File: src/core/rps_consts.svh
// constants of the resonant protection and settings controller
// assumes a 200 MHz system clock and comparator levels from the analog front end
// Contract
// - cut gate early when current nears zero
// - zero-current cut never raises a protection
// - overcurrent cuts active gate, switching continues
// - five overcurrent cycles latch and disable companion
// - overtemperature latches and disables companion
// - overpower timer expiry latches or restarts
// - clamp commanded swing to power capability
// - a setting disables the overpower timer
// - measure resistor codes before switching starts
// - four burst frequencies, largest resistor lowest
// - first code selects power and overpower options
// - settings below minimum inhibit start-up forever
// - lowest valid code gives infinite overpower timer
// - overpower action is timed restart or latch
// - second code selects mode transition levels
// - burst level from second code and frequency
// - after measuring, power-good pin driven high
// - entering operation drives power-good pin low
// - pin high on boost drop or timer end
// - power-good ends ahead of overpower expiry
// - protection stops switching, pin driven low
// - latch holds until mains disconnection signalled
// - companion disabled by pulling boost pin low
`ifndef RPS_CONSTS_SVH
`define RPS_CONSTS_SVH
`define RPS_CMR_LO_MV     (-100)
`define RPS_CMR_HI_MV     100
`define RPS_OCP_CYCLES    3'h5
`define RPS_CLK_NS        5
`define RPS_MS_NS         1000000
`define RPS_CYC_PER_MS    (`RPS_MS_NS / `RPS_CLK_NS)
`define RPS_OPP_LONG_MS   11'h0c8
`define RPS_OPP_SHORT_MS  11'h032
`define RPS_PG_LONG_MS    11'h0be
`define RPS_PG_SHORT_MS   11'h02d
`define RPS_RESTART_MS    11'h3e8
`define RPS_ADR_CTRL      2'h0
`define RPS_ADR_STATUS    2'h1
`define RPS_ADR_SETTINGS  2'h2
`define RPS_ADR_OPPCNT    2'h3
`define RPS_CTRL_RST      1'h1
`endif

File: src/core/rps_pkg.sv
// types of the resonant protection and settings controller
// assumes rps_consts.svh carries the numbers
package rps_pkg;
   typedef enum logic [2:0] {
      RPS_IDLE, RPS_MEASURE, RPS_WAIT_BOOST, RPS_RUN,
      RPS_PROT_LATCH, RPS_PROT_RESTART, RPS_NOSTART
   } rps_state_e;
   typedef struct packed {
      logic cap200;    // power capability 200 percent, else 150
      logic lvl175;    // timer start level 175 percent, else 125
      logic opp_inf;   // overpower timer disabled
      logic long_t;    // 200 ms timer, else 50 ms
      logic latched;   // latch on expiry, else timed restart
   } rps_set1_s;
endpackage : rps_pkg

File: src/core/rps_ctrl.sv
// protection, settings decode and power-good logic of the half-bridge controller
// assumes comparator and resistor-code inputs from pins, gate requests from
// the regulation loop on i_sys_clk, and a classic Wishbone master
//
// Added by the designer: the Wishbone register port and the placing of the registers.
`include "rps_consts.svh"
module rps_ctrl #(
   parameter int          P_CYC_PER_MS = `RPS_CYC_PER_MS,  // cycles per ms tick
   parameter logic [11:0] P_LIM150     = 12'h600,          // swing limit 150 percent
   parameter logic [11:0] P_LIM200     = 12'h800           // swing limit 200 percent
) (
   input  wire logic        i_sys_clk,        // system clock
   input  wire logic        i_nrst,           // async reset, active low
   input  wire logic        i_wb_cyc,         // bus cycle
   input  wire logic        i_wb_stb,         // bus strobe
   input  wire logic        i_wb_we,          // bus write
   input  wire logic [3:0]  i_wb_adr,         // byte address
   input  wire logic [31:0] i_wb_dat,         // write data
   input  wire logic [3:0]  i_wb_sel,         // byte lanes
   output logic [31:0]      o_wb_dat,         // read data
   output logic             o_wb_ack,         // bus acknowledge
   input  wire logic        i_hs_req,         // regulation asks high side on
   input  wire logic        i_ls_req,         // regulation asks low side on
   input  wire logic [11:0] i_swing_cmd,      // commanded cap-voltage swing
   input  wire logic        i_cur_near_zero,  // current within capacitive band
   input  wire logic        i_ocp,            // current above overcurrent level
   input  wire logic        i_otp,            // overtemperature detector
   input  wire logic        i_opp_over,       // swing above overpower level
   input  wire logic        i_boost_start,    // boost sense above start level
   input  wire logic        i_boost_det,      // boost sense above detect level
   input  wire logic        i_mains_reset,    // mains disconnection signalled
   input  wire logic        i_meas_done,      // resistor codes are valid
   input  wire logic [3:0]  i_set1_code,      // first settings resistor code
   input  wire logic [2:0]  i_set2_code,      // second settings resistor code
   input  wire logic [1:0]  i_bfreq_code,     // burst frequency resistor code
   output logic             o_hs_gate,        // high side gate
   output logic             o_ls_gate,        // low side gate
   output logic             o_boost_pulldown, // pull boost sense pin low
   output logic             o_pg_out,         // settings/power-good pin level
   output logic             o_pg_oe,          // settings/power-good pin enable
   output logic [11:0]      o_swing_lim,      // clamped swing command
   output logic [1:0]       o_burst_freq,     // 0=200 Hz .. 3=1600 Hz
   output logic [1:0]       o_hp_lp_level,    // 25/37.5/50/62.5 percent
   output logic [7:0]       o_burst_level,    // burst entry, half percent
   output logic             o_opp_lvl175      // timer start level select
);
   ////////////////////////////////////////////////////////////////////
   // decode functions
   function automatic rps_pkg::rps_set1_s dec_set1(input logic [3:0] c);
      rps_pkg::rps_set1_s s;
      logic [3:0]         k;
      k = c - 4'h2;
      s.cap200  = ~k[1];
      s.lvl175  = ~k[1];
      s.long_t  = ~k[0];
      s.latched = k[2];
      s.opp_inf = 1'b0;
      if (c == 4'h1) begin
         s = '{cap200: 1'b1, lvl175: 1'b1, opp_inf: 1'b1, long_t: 1'b1, latched: 1'b0};
      end
      return s;
   endfunction : dec_set1
   // burst entry level in half percent, by second code and frequency
   function automatic logic [7:0] burst_lvl(input logic [2:0] c, input logic [1:0] f);
      logic [31:0] row;
      case (c)
         3'h0:    row = 32'h12121212;
         3'h1:    row = 32'h18181818;
         3'h2:    row = 32'h14121212;
         3'h3:    row = 32'h1a181818;
         3'h4:    row = 32'h18161412;
         3'h5:    row = 32'h221e1a18;
         3'h6:    row = 32'h1c181412;
         default: row = 32'h28231e18;
      endcase
      return row[{f, 3'h0} +: 8];
   endfunction : burst_lvl
   ////////////////////////////////////////////////////////////////////
   // two-flop synchronisers for all pin inputs
   localparam int SW = 17;
   logic [SW-1:0] sy1_r;
   logic [SW-1:0] sy2_r;
   always_ff @(posedge i_sys_clk or negedge i_nrst) begin
      if (!i_nrst) begin
         sy1_r <= '0;
         sy2_r <= '0;
      end else begin
         sy1_r <= {i_set1_code, i_set2_code, i_bfreq_code, i_cur_near_zero, i_ocp,
                   i_otp, i_opp_over, i_boost_start, i_boost_det, i_mains_reset,
                   i_meas_done};
         sy2_r <= sy1_r;
      end
   end
   wire logic [3:0] set1_s  = sy2_r[16:13];
   wire logic [2:0] set2_s  = sy2_r[12:10];
   wire logic [1:0] bf_s    = sy2_r[9:8];
   wire logic       zc_s    = sy2_r[7];
   wire logic       ocp_s   = sy2_r[6];
   wire logic       otp_s   = sy2_r[5];
   wire logic       oppo_s  = sy2_r[4];
   wire logic       bst_s   = sy2_r[3];
   wire logic       bdet_s  = sy2_r[2];
   wire logic       mains_s = sy2_r[1];
   wire logic       meas_s  = sy2_r[0];
   ////////////////////////////////////////////////////////////////////
   // millisecond tick divider
   logic [31:0] div_r;
   logic        ms_tick_r;
   wire logic   div_end = (div_r == 32'(P_CYC_PER_MS - 1));
   always_ff @(posedge i_sys_clk or negedge i_nrst) begin
      if (!i_nrst) begin
         div_r     <= '0;
         ms_tick_r <= 1'b0;
      end else begin
         div_r     <= div_end ? '0 : div_r + 32'h1;
         ms_tick_r <= div_end;
      end
   end
   ////////////////////////////////////////////////////////////////////
   // wishbone slave: ctrl, status, settings, overpower count
   logic        enable_r;
   logic        ack_r;
   logic [31:0] rdat_r;
   logic [31:0] rdat_nxt;
   wire logic       wb_req = i_wb_cyc & i_wb_stb & ~ack_r;
   wire logic [1:0] wb_idx = i_wb_adr[3:2];
   ////////////////////////////////////////////////////////////////////
   // stored settings and state
   rps_pkg::rps_state_e state_r;
   rps_pkg::rps_state_e state_nxt;
   rps_pkg::rps_set1_s  set1_r;
   logic [2:0]  set2_r;
   logic [1:0]  bf_r;
   logic [10:0] opp_cnt_r;
   logic [10:0] rst_cnt_r;
   logic [2:0]  ocp_cnt_r;
   logic        ocp_seen_r;
   logic        hs_cut_r;
   logic        ls_cut_r;
   logic        ls_req_d_r;
   logic        lat_ocp_r;
   logic        lat_otp_r;
   logic        lat_opp_r;
   // overpower timer end and power-good end by setting
   wire logic [10:0] opp_end = set1_r.long_t ? `RPS_OPP_LONG_MS : `RPS_OPP_SHORT_MS;
   wire logic [10:0] pg_end  = set1_r.long_t ? `RPS_PG_LONG_MS : `RPS_PG_SHORT_MS;
   wire logic        run     = (state_r == rps_pkg::RPS_RUN);
   // cycle end is the fall of the low side request
   wire logic cyc_end  = ls_req_d_r & ~i_ls_req;
   wire logic ocp_any  = ocp_seen_r | (ocp_s & (i_hs_req | i_ls_req));
   wire logic ocp_trip = run & cyc_end & ocp_any & (ocp_cnt_r == `RPS_OCP_CYCLES - 3'h1);
   wire logic opp_hit  = run & ~set1_r.opp_inf & (opp_cnt_r >= opp_end);
   wire logic otp_trip = run & otp_s;
   // state transitions
   always_comb begin
      state_nxt = state_r;
      case (state_r)
         rps_pkg::RPS_IDLE:
            if (enable_r) begin
               state_nxt = rps_pkg::RPS_MEASURE;
            end
         rps_pkg::RPS_MEASURE:
            if (meas_s) begin
               state_nxt = (set1_s == 4'h0) ? rps_pkg::RPS_NOSTART
                                            : rps_pkg::RPS_WAIT_BOOST;
            end
         rps_pkg::RPS_WAIT_BOOST:
            if (bst_s) begin
               state_nxt = rps_pkg::RPS_RUN;
            end
         rps_pkg::RPS_RUN:
            if (otp_trip || ocp_trip) begin
               state_nxt = rps_pkg::RPS_PROT_LATCH;
            end else if (opp_hit) begin
               state_nxt = set1_r.latched ? rps_pkg::RPS_PROT_LATCH
                                          : rps_pkg::RPS_PROT_RESTART;
            end
         rps_pkg::RPS_PROT_LATCH:
            if (mains_s) begin
               state_nxt = rps_pkg::RPS_IDLE;
            end
         rps_pkg::RPS_PROT_RESTART:
            if (rst_cnt_r >= `RPS_RESTART_MS) begin
               state_nxt = rps_pkg::RPS_WAIT_BOOST;
            end
         rps_pkg::RPS_NOSTART:
            state_nxt = rps_pkg::RPS_NOSTART;
         default:
            state_nxt = rps_pkg::RPS_IDLE;
      endcase
   end
   // output decode from next state, so pins change with the state
   wire logic run_n   = (state_nxt == rps_pkg::RPS_RUN);
   wire logic prot_n  = (state_nxt == rps_pkg::RPS_PROT_LATCH) ||
                        (state_nxt == rps_pkg::RPS_PROT_RESTART);
   wire logic pull_n  = (state_nxt == rps_pkg::RPS_IDLE) ||
                        (state_nxt == rps_pkg::RPS_MEASURE) ||
                        (state_nxt == rps_pkg::RPS_NOSTART) || prot_n;
   wire logic cut_now = zc_s | ocp_s;
   wire logic hs_nxt  = run_n & i_hs_req & ~hs_cut_r & ~cut_now;
   wire logic ls_nxt  = run_n & i_ls_req & ~ls_cut_r & ~cut_now;
   wire logic pg_wait = (state_nxt == rps_pkg::RPS_WAIT_BOOST);
   wire logic pg_run  = run_n & (~bdet_s | (~set1_r.opp_inf & (opp_cnt_r >= pg_end)));
   wire logic pg_nxt  = pg_wait | pg_run;
   wire logic oe_nxt  = (state_nxt != rps_pkg::RPS_MEASURE) &&
                        (state_nxt != rps_pkg::RPS_IDLE);
   wire logic [11:0] lim = set1_r.cap200 ? P_LIM200 : P_LIM150;
   // register read mux
   always_comb begin
      rdat_nxt = 32'h0;
      case (wb_idx)
         `RPS_ADR_CTRL:     rdat_nxt = {31'h0, enable_r};
         `RPS_ADR_STATUS:   rdat_nxt = {22'h0, ocp_cnt_r, lat_opp_r, lat_otp_r,
                                        lat_ocp_r, 1'b0, state_r};
         `RPS_ADR_SETTINGS: rdat_nxt = {19'h0, set1_r, set2_r, bf_r, set1_s == 4'h0,
                                        2'h0};
         `RPS_ADR_OPPCNT:   rdat_nxt = {21'h0, opp_cnt_r};
         default:           rdat_nxt = 32'h0;
      endcase
   end
   // bus registers
   always_ff @(posedge i_sys_clk or negedge i_nrst) begin
      if (!i_nrst) begin
         enable_r <= `RPS_CTRL_RST;
         ack_r    <= 1'b0;
         rdat_r   <= '0;
      end else begin
         ack_r  <= wb_req;
         rdat_r <= rdat_nxt;
         if (wb_req && i_wb_we && i_wb_sel[0] && wb_idx == `RPS_ADR_CTRL) begin
            enable_r <= i_wb_dat[0];
         end
      end
   end
   // state, stored settings and protection flags
   always_ff @(posedge i_sys_clk or negedge i_nrst) begin
      if (!i_nrst) begin
         state_r   <= rps_pkg::RPS_IDLE;
         set1_r    <= '0;
         set2_r    <= '0;
         bf_r      <= '0;
         lat_ocp_r <= 1'b0;
         lat_otp_r <= 1'b0;
         lat_opp_r <= 1'b0;
      end else begin
         state_r <= state_nxt;
         if (state_r == rps_pkg::RPS_MEASURE && meas_s) begin
            set1_r <= dec_set1(set1_s);
            set2_r <= set2_s;
            bf_r   <= bf_s;
         end
         if (state_r == rps_pkg::RPS_IDLE && enable_r) begin
            lat_ocp_r <= 1'b0;
            lat_otp_r <= 1'b0;
            lat_opp_r <= 1'b0;
         end else begin
            lat_ocp_r <= lat_ocp_r | ocp_trip;
            lat_otp_r <= lat_otp_r | otp_trip;
            lat_opp_r <= lat_opp_r | opp_hit;
         end
      end
   end
   // overpower timer and restart wait, in ms ticks
   always_ff @(posedge i_sys_clk or negedge i_nrst) begin
      if (!i_nrst) begin
         opp_cnt_r <= '0;
         rst_cnt_r <= '0;
      end else begin
         if (!run || !oppo_s || set1_r.opp_inf) begin
            opp_cnt_r <= '0;
         end else if (ms_tick_r && opp_cnt_r != 11'h7ff) begin
            opp_cnt_r <= opp_cnt_r + 11'h1;
         end
         if (state_r != rps_pkg::RPS_PROT_RESTART) begin
            rst_cnt_r <= '0;
         end else if (ms_tick_r) begin
            rst_cnt_r <= rst_cnt_r + 11'h1;
         end
      end
   end
   // per-gate cut flags and consecutive overcurrent count
   always_ff @(posedge i_sys_clk or negedge i_nrst) begin
      if (!i_nrst) begin
         hs_cut_r   <= 1'b0;
         ls_cut_r   <= 1'b0;
         ls_req_d_r <= 1'b0;
         ocp_seen_r <= 1'b0;
         ocp_cnt_r  <= '0;
      end else begin
         hs_cut_r   <= i_hs_req & (hs_cut_r | cut_now);
         ls_cut_r   <= i_ls_req & (ls_cut_r | cut_now);
         ls_req_d_r <= i_ls_req;
         if (!run) begin
            ocp_seen_r <= 1'b0;
            ocp_cnt_r  <= '0;
         end else if (cyc_end) begin
            ocp_seen_r <= 1'b0;
            ocp_cnt_r  <= ocp_any ? ocp_cnt_r + 3'h1 : 3'h0;
         end else begin
            ocp_seen_r <= ocp_any;
         end
      end
   end
   // registered outputs
   always_ff @(posedge i_sys_clk or negedge i_nrst) begin
      if (!i_nrst) begin
         o_hs_gate        <= 1'b0;
         o_ls_gate        <= 1'b0;
         o_boost_pulldown <= 1'b1;
         o_pg_out         <= 1'b0;
         o_pg_oe          <= 1'b0;
         o_swing_lim      <= '0;
         o_burst_freq     <= '0;
         o_hp_lp_level    <= '0;
         o_burst_level    <= '0;
         o_opp_lvl175     <= 1'b0;
      end else begin
         o_hs_gate        <= hs_nxt;
         o_ls_gate        <= ls_nxt;
         o_boost_pulldown <= pull_n;
         o_pg_out         <= pg_nxt;
         o_pg_oe          <= oe_nxt;
         o_swing_lim      <= (i_swing_cmd > lim) ? lim : i_swing_cmd;
         o_burst_freq     <= bf_r;
         o_hp_lp_level    <= set2_r[2:1];
         o_burst_level    <= burst_lvl(set2_r, bf_r);
         o_opp_lvl175     <= set1_r.lvl175;
      end
   end
   assign o_wb_ack = ack_r;
   assign o_wb_dat = rdat_r;
endmodule : rps_ctrl

File: config.mk
export PLATFORM = sky130hd
export DESIGN_NAME = rps_ctrl
export DESIGN_NICKNAME = d
export VERILOG_FILES = /design/src/core/rps_pkg.sv /design/src/core/rps_ctrl.sv
export VERILOG_INCLUDE_DIRS = /design/src /design/src/core
export SDC_FILE = /design/constraint.sdc
export NUM_CORES = 1
export LEC_CHECK = 0
export ABC_AREA = 1
export BUFFER_PORTS_ARGS = -buffer_cell sky130_fd_sc_hd__clkbuf_2
export CAP_MARGIN = 10
export CORE_MARGIN = 1
export CORE_UTILIZATION = 39
export CTS_BUF_LIST = sky130_fd_sc_hd__clkbuf_2 sky130_fd_sc_hd__clkbuf_4 sky130_fd_sc_hd__clkbuf_8
export DETAILED_ROUTE_END_ITERATION = 10
export GPL_TIMING_DRIVEN = 1
export SYNTH_ARGS = -nofsm -noshare
export SYNTH_HDL_FRONTEND = slang
export SYNTH_SLANG_ARGS = --single-unit
File: constraint.sdc
create_clock -name i_sys_clk -period 2.3 [get_ports i_sys_clk]
set_input_delay 0.23 -clock i_sys_clk [delete_from_list [all_inputs] [get_ports i_sys_clk]]
set_output_delay 0.23 -clock i_sys_clk [all_outputs]
set_load 0.05 [all_outputs]
==> results.ini <==
[sta]
fin_ws_ps = 306
slew_headroom_pct = 63.1
hold_violations = 0
fin_crit_ps = 1990
timing.setup.tns_ps = 0
period_share_pct = 86.7
drv_slew = 0
fmax_mhz = 501
tightest_slew_ps = 551
fin_worst_skew_ps = 15.2
setup_viol = 0
rsz0062_at_grt = false

[yosys]
synth-edff-count = 0
yosys.area.top_type = dfrtp_1
synth_top_flop_cell = dfrtp_1
yosysWarnings = 0
async_flop_share_pct = 100
synth.cell_area_mm2 = 0.00695
ys_seq_elements = 153
yosysSeqAreaShare_pct = 55.1
yosysTopAreaCellShare_pct = 54.4
synth_cells = 753
synth_area_leaders = dfrtp_1 54%, nand2_1 6.4%, inv_1 6.3%, nor2_1 4.1%, ha_1 3.2%
synthDistinctLibCells = 39
avgSynthCellArea_um2 = 9.23

[floorplanning]
row_count = 48
die_area_mm2 = 0.0184
io_pins = 139
fp.dieW_um = 135
core-area_mm2 = 0.0174
initial_core_util_pct = 40.0
chipHeight_um = 135

[place]
dp_hpwl_um = 10800
globalplace.congestion = 0.933
port-buffer-count = 81
pre_cts_slack_ps = 299

[detailed_routing]
first_pass_iters = 8
drc = 0
vias = 5283
antenna_left = 0
drt_iter0_drc = 340
wl_um = 14800
avgRoutedWirePerCell_um = 13.2
viasPerCell = 4.71

[clock_tree]
ctsRootBufferMaster = clkbuf_8
cts.sinks = 153
clockBufferDepth = 2
insertion_delay_ps = 440
cts_buffers = 17
cts_tree = built
clkSlewWorstSetupHoldPaths_ps = 80
post_cts_buffers = 0
htree_num_levels = 4

[power_and_ir_drop]
power_per_cell_area_mw_per_mm2 = 923
power_frac_seq_pct = 42.5
switching_power_uw = 2810
leakage_uw = 0.00410
p_clk_share_pct = 30.1
peakVddDrop_mv = 0.814
p_int_uw = 4920
p_comb_share_pct = 27.4
netSwitchingFraction_pct = 36.4

[global_routing]
track_usage_pct = 17.2
overflow = 0
grt_pass1_vias = 4914
grt_first_pass_wirelength_um = 24100
grt_max_degree = 55
antenna_found_initial = 0

[critical_path]
timing.rr.end = o_hs_gate
worst-r2r-setup-slack_ps = 310
end_kind = flop
worstPathRequired_ps = 2630
crit_path_start_kind = flop
arrival_ps = 2330
critical_path_class = flop to flop
reg2reg_depth = 12
crit_end = o_hs_gate
path_max_fanout = 8
r2r-start = set1_r[1]
crit_start = set1_r[1]

[status]
status = finished, final reports clean

[final_layout]
syn2layout_area_growth_pct = 20.6
nFillCells = 1635
final_common_cell = dfrtp_1
layout.nets = 978
drive_gt1_share_pct = 16.8
most-common-layout-cells = 151 x dfrtp_1, 118 x nand2_1, 116 x inv_1
diodes = 0

[min_path]
hold_class = input pin to flop

[job]
maxCapViolCount = 0

[cells in the mapped netlist (11+ instances only)]
| master | n |
|---|---|
| nor2_1 | 75 |
| inv_1 | 116 |
| o21ai_0 | 24 |
| xor2_1 | 25 |
| nor3_1 | 25 |
| nand2_1 | 118 |
| buf_4 | 22 |
| a21oi_1 | 25 |
| nand3_1 | 39 |
| ha_1 | 18 |
| nor4_1 | 11 |
| nand4_1 | 19 |
| dfrtp_1 | 151 |
[flip-flops by register name, summed over array words and instances (netlist names), 2 cells and up]
| name | cells |
|---|---|
| bf_r | 2 |
| ocp_cnt_r | 3 |
| set1_r | 4 |
| rst_cnt_r | 11 |
| sy2_r | 17 |
| o_burst_level | 6 |
| div_r | 32 |
| sy1_r | 17 |
| o_wb_dat | 12 |
| o_burst_freq | 2 |
| o_swing_lim | 12 |
| opp_cnt_r | 11 |
| set2_r | 3 |
| state_r | 3 |
| o_hp_lp_level | 2 |
[what timing repair did]
action,CTS,global route
gates resized for setup,0,0
setup endpoints to repair,0,0
hold buffers,32,0
endpoints found under the hold margin,78,0
[per-stage QoR]
step	instances	utilization [%]	hold WS (ps)	total power, uW	instance area (um2)
2_1_floorplan	773	-	-65.6	4870	7030
3_3_place_gp	1058	43.8	209	5410	7600
3_5_place_dp	1058	43.8	212	5430	7600
6_report	1122	48.3	34.3	7730	8380
4_1_cts	1122	48.3	4.88	7820	8380
5_1_grt	1122	48.3	6.25	8160	8380
[kinds of logic after synthesis]
family / Yosys count / synth area share [%]
xor gates and xnor gates: 31 / 3.91
adders and majority gates: 18 / 3.24
and+or+nand+nor: 319 / 21.4
AOI/OAI and AO/OA: 85 / 7.09
DFF: 153 / 55.1
muxes: 1 / 0.144
buffers and inverters: 145 / 9.05
other: 1 / 0.0540
[layout make-up]
type | instances | area [um2] | area share (%)
flip-flops and latches | 153 | 3830 | 45.7
clock inverters | 12 | 199 | 2.37
inverters | 119 | 447 | 5.33
repair buffers | 118 | 795 | 9.48
well taps | 225 | 282 | 3.36
multi-input cells | 475 | 2560 | 30.6
clock buffers | 20 | 263 | 3.14
[power groups by stage]
stage / sequential (uW) / clock, uW / combinational (uW)
2_1_floorplan: 4040 / 0 / 833
3_3_place_gp: 3330 / 0 / 2070
3_5_place_dp: 3330 / 0 / 2090
4_1_cts: 3280 / 2400 / 2140
5_1_grt: 3330 / 2510 / 2320
6_report: 3280 / 2330 / 2120
[critical path: stages (launching register included)]
cell and delay (ps):
dfrtp_1 430, inv_1 240, ha_1 320, nor2_1 150, nand2_1 60, nor2_1 100, nor2_1 50, nand2_1 90
nand2_1 110, nand2_1 100, nand2_1 80, nand2_1 120, nor2_1 50
[worst min path at each step]
stage,startpoint,to,slack [ps],depth (start not counted)
after global routing,i_swing_cmd[11],o_swing_lim[11],6,2
after floorplan,i_nrst,bf_r[0],-70,0
after detailed placement,i_nrst,o_burst_level[4],210,1
after CTS,i_hs_req,o_hs_gate,5,3
final,i_swing_cmd[11],o_swing_lim[11],30,2
after global placement,i_nrst,o_burst_level[4],210,1
[metal layers]
layer | GRT usage (%) | vias to the layer above | part of all wire (%)
met3 | 4.34 | 16 | 4.0
met5 | 0 | - | 0
met2 | 27.9 | 117 | 48
met4 | 5.62 | 0 | 1.8
li1 | - | 2660 | -
met1 | 22.4 | 2490 | 46
Note: power is estimated with default switching activity, not from simulation.
